### src/atah_defs.svh
// Notes on behaviour
// - names ending _n are asserted low; all other signals are asserted high.
// - task_file_select_n goes low for every task file register access.
// - reg_select_addr carries the three-bit register number of each access.
// - task file register values travel on card_data_bus[7:0] only.
// - data transfers use all sixteen bits of card_data_bus.
// - card_irq_in high means the card has an interrupt pending.
// - card_wait_ready_in high means the card can complete the access.
// - card_hw_reset_n low holds the card in reset.
// - card_read_strobe_n pulses low once for each read access.
// - card_write_strobe_n pulses low once for each write access.
// - card_present_n is watched to learn whether a card is inserted.
// - card_xfer_ack_n goes low to answer a card DMA request.
`ifndef ATAH_DEFS_SVH
`define ATAH_DEFS_SVH
`define ATAH_SETUP_NS 30
`define ATAH_SETUP_CYC ((`ATAH_SETUP_NS + 9) / 10)
`define ATAH_STROBE_NS 70
`define ATAH_STROBE_CYC ((`ATAH_STROBE_NS + 9) / 10)
`define ATAH_HOLD_NS 20
`define ATAH_HOLD_CYC ((`ATAH_HOLD_NS + 9) / 10)
`define ATAH_RESET_NS 25000
`define ATAH_RESET_CYC ((`ATAH_RESET_NS + 9) / 10)
`define ATAH_FIFO_DEPTH 8
`define ATAH_DATA_W 16
`endif

### src/atah_pkg.sv
package atah_pkg;
   typedef enum logic [2:0] {
      ATAH_IDLE = 3'b000,
      ATAH_SETUP = 3'b001,
      ATAH_STROBE = 3'b010,
      ATAH_HOLD = 3'b011,
      ATAH_RESET = 3'b100
   } atah_state_t;
endpackage : atah_pkg

### src/atah_fifo.sv
`timescale 1ns/1ps
module atah_fifo #(
   parameter int WIDTH = 16,
   parameter int DEPTH = 8
) (
   input wire logic clk,
   input wire logic rst_n,
   input wire logic [WIDTH-1:0] in_data,
   input wire logic in_valid,
   output logic in_ready,
   output logic [WIDTH-1:0] out_data,
   output logic out_valid,
   input wire logic out_ready
);
   localparam int AW = $clog2(DEPTH);
   logic [WIDTH-1:0] mem [DEPTH];
   logic [AW-1:0] wr_ptr_reg;
   logic [AW-1:0] rd_ptr_reg;
   logic [AW:0] count_reg;
   logic push;
   logic pop;

   assign in_ready = (count_reg != (AW+1)'(DEPTH));
   assign out_valid = (count_reg != '0);
   assign push = in_valid && in_ready;
   assign pop = out_valid && out_ready;
   assign out_data = mem[rd_ptr_reg];

   always_ff @(posedge clk) begin
      if (push) begin
         mem[wr_ptr_reg] <= in_data;
      end
   end

   always_ff @(posedge clk or negedge rst_n) begin
      if (!rst_n) begin
         wr_ptr_reg <= '0;
         rd_ptr_reg <= '0;
         count_reg <= '0;
      end else begin
         if (push) begin
            wr_ptr_reg <= (wr_ptr_reg == AW'(DEPTH-1)) ? '0 : wr_ptr_reg + 1'b1;
         end
         if (pop) begin
            rd_ptr_reg <= (rd_ptr_reg == AW'(DEPTH-1)) ? '0 : rd_ptr_reg + 1'b1;
         end
         if (push && !pop) begin
            count_reg <= count_reg + 1'b1;
         end else if (pop && !push) begin
            count_reg <= count_reg - 1'b1;
         end
      end
   end
endmodule : atah_fifo

### src/atah_host_port.sv
`timescale 1ns/1ps
`include "atah_defs.svh"
module atah_host_port #(
   parameter int RESET_CYC = `ATAH_RESET_CYC
) (
   input wire logic sys_clk,
   input wire logic rst_n,
   // user command port
   input wire logic cmd_valid,
   output logic cmd_ready,
   input wire logic cmd_write,
   input wire logic cmd_is_data,
   input wire logic [2:0] cmd_addr,
   input wire logic [15:0] cmd_wdata,
   input wire logic card_reset_req,
   output logic [15:0] rd_data,
   output logic rd_valid,
   input wire logic rd_ready,
   output logic card_present,
   output logic card_irq_pending,
   output logic card_xfer_pending,
   input wire logic xfer_ack_req,
   // card pins
   output logic task_file_select_n,
   output logic [2:0] reg_select_addr,
   input wire logic [15:0] card_data_in,
   output logic [15:0] card_data_out,
   output logic card_data_oe,
   input wire logic card_irq_in,
   input wire logic card_wait_ready_in,
   output logic card_hw_reset_n,
   output logic card_read_strobe_n,
   output logic card_write_strobe_n,
   input wire logic card_present_n,
   input wire logic card_xfer_request,
   output logic card_xfer_ack_n
);
   import atah_pkg::*;

   localparam logic [7:0] SETUP_CYC = 8'(`ATAH_SETUP_CYC);
   localparam logic [7:0] STROBE_CYC = 8'(`ATAH_STROBE_CYC);
   localparam logic [7:0] HOLD_CYC = 8'(`ATAH_HOLD_CYC);
   localparam logic [15:0] RST_CYC = 16'(RESET_CYC);

   atah_state_t state_reg;
   logic [7:0] tmr_reg;
   logic [15:0] rst_tmr_reg;
   logic [4:0] sync1_reg;
   logic [4:0] sync2_reg;
   logic [15:0] din1_reg;
   logic [15:0] din2_reg;
   logic wr_reg;
   logic data_reg;
   logic [15:0] cap_data;
   logic cap_valid;
   logic cap_ready;
   logic ready_s;

   // shared by the setup, strobe and hold phases so the end points stay identical
   function automatic logic tmr_done(input logic [7:0] cnt, input logic [7:0] lim);
      return cnt >= lim - 8'h01;
   endfunction : tmr_done

   // every pin input passes two flops before use
   always_ff @(posedge sys_clk or negedge rst_n) begin
      if (!rst_n) begin
         sync1_reg <= 5'h1;
         sync2_reg <= 5'h1;
         din1_reg <= 16'h0000;
         din2_reg <= 16'h0000;
      end else begin
         sync1_reg <= {card_xfer_request, card_irq_in, card_wait_ready_in, 1'b0, card_present_n};
         sync2_reg <= sync1_reg;
         din1_reg <= card_data_in;
         din2_reg <= din1_reg;
      end
   end

   assign ready_s = sync2_reg[2];
   assign card_present = !sync2_reg[0];
   assign card_irq_pending = sync2_reg[3];
   assign card_xfer_pending = sync2_reg[4];

   // dma acknowledge only while the card still asks for it
   always_ff @(posedge sys_clk or negedge rst_n) begin
      if (!rst_n) begin
         card_xfer_ack_n <= 1'b1;
      end else begin
         card_xfer_ack_n <= !(xfer_ack_req && sync2_reg[4]);
      end
   end

   assign cmd_ready = (state_reg == ATAH_IDLE) && !card_reset_req;

   // access sequencer; the strobe waits on ready, so a card that never
   // raises ready stalls the port until rst_n is asserted, since card_reset_req is only taken in idle
   always_ff @(posedge sys_clk or negedge rst_n) begin
      if (!rst_n) begin
         state_reg <= ATAH_RESET;
         tmr_reg <= 8'h00;
         rst_tmr_reg <= 16'h0000;
         wr_reg <= 1'b0;
         data_reg <= 1'b0;
         task_file_select_n <= 1'b1;
         reg_select_addr <= 3'h0;
         card_data_out <= 16'h0000;
         card_data_oe <= 1'b0;
         card_read_strobe_n <= 1'b1;
         card_write_strobe_n <= 1'b1;
         card_hw_reset_n <= 1'b0;
      end else begin
         unique case (state_reg)
            ATAH_RESET: begin
               card_hw_reset_n <= 1'b0;
               if (rst_tmr_reg >= RST_CYC - 16'h0001) begin
                  rst_tmr_reg <= 16'h0000;
                  card_hw_reset_n <= 1'b1;
                  state_reg <= ATAH_IDLE;
               end else begin
                  rst_tmr_reg <= rst_tmr_reg + 16'h0001;
               end
            end
            ATAH_IDLE: begin
               task_file_select_n <= 1'b1;
               card_data_oe <= 1'b0;
               if (card_reset_req) begin
                  // drop the card reset at once so a requested pulse is as long as the power-up one
                  card_hw_reset_n <= 1'b0;
                  state_reg <= ATAH_RESET;
               end else if (cmd_valid) begin
                  wr_reg <= cmd_write;
                  data_reg <= cmd_is_data;
                  task_file_select_n <= 1'b0;
                  reg_select_addr <= cmd_addr;
                  // register writes carry the low byte, with the upper byte driven to zero
                  card_data_out <= cmd_is_data ? cmd_wdata : {8'h00, cmd_wdata[7:0]};
                  card_data_oe <= cmd_write;
                  tmr_reg <= 8'h00;
                  state_reg <= ATAH_SETUP;
               end
            end
            ATAH_SETUP: begin
               if (tmr_done(tmr_reg, SETUP_CYC)) begin
                  tmr_reg <= 8'h00;
                  card_read_strobe_n <= wr_reg;
                  card_write_strobe_n <= !wr_reg;
                  state_reg <= ATAH_STROBE;
               end else begin
                  tmr_reg <= tmr_reg + 8'h01;
               end
            end
            ATAH_STROBE: begin
               if (!tmr_done(tmr_reg, STROBE_CYC)) begin
                  tmr_reg <= tmr_reg + 8'h01;
               end else if (ready_s && (wr_reg || cap_ready)) begin
                  tmr_reg <= 8'h00;
                  card_read_strobe_n <= 1'b1;
                  card_write_strobe_n <= 1'b1;
                  state_reg <= ATAH_HOLD;
               end
            end
            ATAH_HOLD: begin
               if (tmr_done(tmr_reg, HOLD_CYC)) begin
                  tmr_reg <= 8'h00;
                  task_file_select_n <= 1'b1;
                  card_data_oe <= 1'b0;
                  state_reg <= ATAH_IDLE;
               end else begin
                  tmr_reg <= tmr_reg + 8'h01;
               end
            end
            default: begin
               state_reg <= ATAH_IDLE;
            end
         endcase
      end
   end

   // read data is taken as the strobe is released; fifo back-pressure holds the strobe
   assign cap_valid = (state_reg == ATAH_STROBE) && !wr_reg && ready_s &&
                      tmr_done(tmr_reg, STROBE_CYC);
   assign cap_data = data_reg ? din2_reg : {8'h00, din2_reg[7:0]};

   atah_fifo #(
      .WIDTH(`ATAH_DATA_W),
      .DEPTH(`ATAH_FIFO_DEPTH)
   ) u_rd_fifo (
      .clk(sys_clk),
      .rst_n(rst_n),
      .in_data(cap_data),
      .in_valid(cap_valid),
      .in_ready(cap_ready),
      .out_data(rd_data),
      .out_valid(rd_valid),
      .out_ready(rd_ready)
   );
endmodule : atah_host_port

### config.mk
export PLATFORM = sky130hd
export DESIGN_NAME = atah_host_port
export DESIGN_NICKNAME = d
export VERILOG_FILES = /design/src/atah_pkg.sv /design/src/atah_fifo.sv /design/src/atah_host_port.sv
export VERILOG_INCLUDE_DIRS = /design/src
export SDC_FILE = /design/constraint.sdc
export NUM_CORES = 1
export LEC_CHECK = 0
export BUFFER_PORTS_ARGS = -buffer_cell sky130_fd_sc_hd__buf_2
export CORE_UTILIZATION = 58
export CTS_CLUSTER_DIAMETER = 30
export CTS_CLUSTER_SIZE = 25
export DETAILED_ROUTE_END_ITERATION = 10
export PLACE_DENSITY = 0.79
export SYNTH_ARGS = -nofsm -noshare
export SYNTH_HDL_FRONTEND = slang
export SYNTH_SLANG_ARGS = --single-unit
export TNS_END_PERCENT = 1
### constraint.sdc
create_clock -name sys_clk -period 4 [get_ports sys_clk]
set_input_delay 0.2 -clock sys_clk [delete_from_list [all_inputs] [get_ports sys_clk]]
set_output_delay 0.2 -clock sys_clk [all_outputs]
set_load 0.01 [all_outputs]
==> run metrics <==
Final Critical Period=3.035 ns; height of the chip=126.2 µm; Sequential Area=0.006456 mm²; drt total wl=17.90 mm; initial antenna violation count=0; Largest register FFs=128; routed vias=5,188; Post-Syn Area=0.008944 mm²; number of synthesized flops with an enable pin=128; Detailed Routing Iterations Pass 1=5; register area share after synthesis=72.17%; Rel. slew slack=24.08%; CP Cell Sequence=or3b_2, a31oi_1, and4b_1, ha_1, inv_1, ha_1, a21o_1, a21oi_1, xnor2_1, nor2_1, xor2_1; # clock sinks=232; Largest Register=u_rd_fifo.mem; max-cap viol count=0; layout cells sized above 1=34.06%; vias in the first global route=5,622; Highest Clock Rate=329.5 MHz; top cells by area, synth=edfxtp_1 43%, dfrtp_1 27%, mux4_2 8.1%, mux2_2 4.2%, dfstp_2 2.1%; largest area contributor in the netlist=edfxtp_1; crit path max fanout=12; Ys Warns=0; Global Route Usage Sum=23.81%; TNS Setup=0 ns; Reg clk slew, reported paths=0.04 ns; Power per Cell Area=697.0 mW/mm²; CTS Buf Count=38; maximum vdd drop=0.4700 mV; post_cts resized=0; Required @ worst endpoint=4.37 ns; Max clock buf depth=3; Avg Cell Area, Syn=16.81 µm²; DR WL/cell=19.48 µm; CTS tree=built; ys async rst share=44.83%; Clock Latency Late Sink=0.51 ns; unrepaired setup endpoints after global routing=no; Initial Util=59.05%; largest net degree at the start of global routing=77; area of the multi-input gates=0.002366 mm²; Ports=93; die area=0.01592 mm²; Least-Margin Pin Slew=1.139 ns; antenna viol nets, final=0; Die X=126.2 µm; final number of hold-violating endpoints=0; Nets=762; via/cell ratio=5.645; top-count cell post-synth=edfxtp_1; crit path capture type=register; Post-CTS Setup Inserts=0; status=finished clean; post-route clock period utilization=75.86%; critical path type=reg2reg; crit start category=register; Leakage=4.586 nW; Post-Syn Nets=592; Slowest cell on crit path=or3b_2; root buffer cell=clkbuf_16; Post-Syn Instances=532; area share of the largest cell type after synthesis=42.98%; DRC viols=0; hold_buf cts=42; Commonest cells post-synth=128 x edfxtp_1, 97 x dfrtp_1, 38 x nand2_1; fillcell total=860; Max Slew Vio Count=0; initial DRC count=293; cell row count=45; Final Skew=0.02669 ns; FF+latch count, synth=232; # H-tree levels=2; Arr. time, crit path=3.40 ns; crit-path max cell delay=0.51 ns; Area Growth Syn to Fin=26.24%; overflow left after global routing=0; Worst Hold Class=in2reg; Inserted Diodes=0; DPL Wire Length=10.03 mm; Synth cell types=49; Core Area=0.01515 mm²; GP Congestion=0.8670; I/O Buffers=92; Final setup viols=0; most frequent CP cell=ha_1; Hold WS=0.04568 ns; Primary FF master, synth=edfxtp_1; first-pass GRT wire length=28.64 mm
==> cell families after synthesis <==
| group | after synthesis | synth area share [%] |
|---|---|---|
| flops | 232 | 72.17 |
| xor+xnor | 4 | 0.3918 |
| simple gates | 118 | 6.687 |
| mux | 69 | 12.66 |
| buf+inv | 31 | 1.483 |
| fa+ha+maj | 13 | 1.903 |
| compound gates | 65 | 4.701 |
==> final timing paths <==
path | startpoint | end | slack (ns) | cells after the start
worst max-delay path | state_reg[0]$_DFFE_PN0P_ | u_rd_fifo.count_reg[3]$_DFFE_PN0P_ | 0.97 | 11
worst min-delay path | cmd_is_data | card_data_out[13]$_DFFE_PN0P_ | 0.05 | 3
worst max register to register | state_reg[0]$_DFFE_PN0P_ | u_rd_fifo.count_reg[3]$_DFFE_PN0P_ | 0.97 | 11
worst min register to register | din1_reg[14]$_DFF_PN0_ | din2_reg[14]$_DFF_PN0_ | 0.33 | 0
max in group asynchronous | rst_n | tmr_reg[1]$_DFFE_PN0P_ | 2.56 | 3
min in group asynchronous | rst_n | din1_reg[4]$_DFF_PN0_ | 0.38 | 2
==> layout by cell type, fill, tap and decap left out, types with 6 or more instances in the layout <==
cell / Yosys / routed
a31oi_1: 9 / 9
clkbuf_1: 10 / 9
clkbuf_16: 0 / 39
nor2_1: 25 / 25
buf_4: 2 / 17
edfxtp_1: 128 / 128
o21ai_0: 22 / 22
mux4_2: 32 / 32
buf_2: 7 / 91
nand2b_1: 10 / 10
dlygate4sd3_1: 0 / 42
dfstp_2: 7 / 7
and2_1: 15 / 15
inv_1: 11 / 11
nand2_1: 38 / 38
a21oi_1: 12 / 12
clkinv_4: 0 / 6
mux2_2: 33 / 33
ha_1: 12 / 12
dfrtp_1: 97 / 96
==> layer usage <==
metal	GRT usage [%]	vias to the layer above	wire length [µm]
met1	28.49	2639	7143
met3	5.055	33	855
met2	41.96	160	9458
met5	0	-	0
li1	-	2356	-
met4	10.06	0	441
==> worst max-delay path, delay by kind of cell (launching register included) <==
kind,cells,cell delay (ns)
and+or+nand+nor,3,0.96
AOI/OAI and AO/OA,3,0.56
adders and majority gates,2,0.52
DFF,1,0.49
xor gates and xnor gates,2,0.28
buffers and inverters,1,0.10
==> power by group <==
group,switching (W),internal (W)
clock network,0.00111,0.00186
registers,0.000404,0.00283
logic,0.000771,0.000901
total,0.00229,0.00558
==> final cells by class <==
class / count / share of cell area (%)
tap: 188 / 2.083
timing repair buffer: 150 / 8.887
multi-input combinational: 269 / 20.96
inverter: 11 / 0.3657
clock inverter: 19 / 1.341
sequential: 232 / 57.18
clock buffer: 50 / 9.187
==> stage by stage <==
step	cells	cell area (µm²)	utilization [%]	total power (W)	setup slack, ns
2_1_floorplan	532	8944	-	0.004332	0.8996
4_1_cts	919	11290	74.55	0.007926	0.9981
3_3_place_gp	808	9682	63.92	0.004808	1.081
3_5_place_dp	808	9682	63.92	0.004889	0.9994
5_1_grt	919	11290	74.55	0.008233	0.7896
6_report	919	11290	74.55	0.007870	0.9654
(Power assumes the default switching activity.)
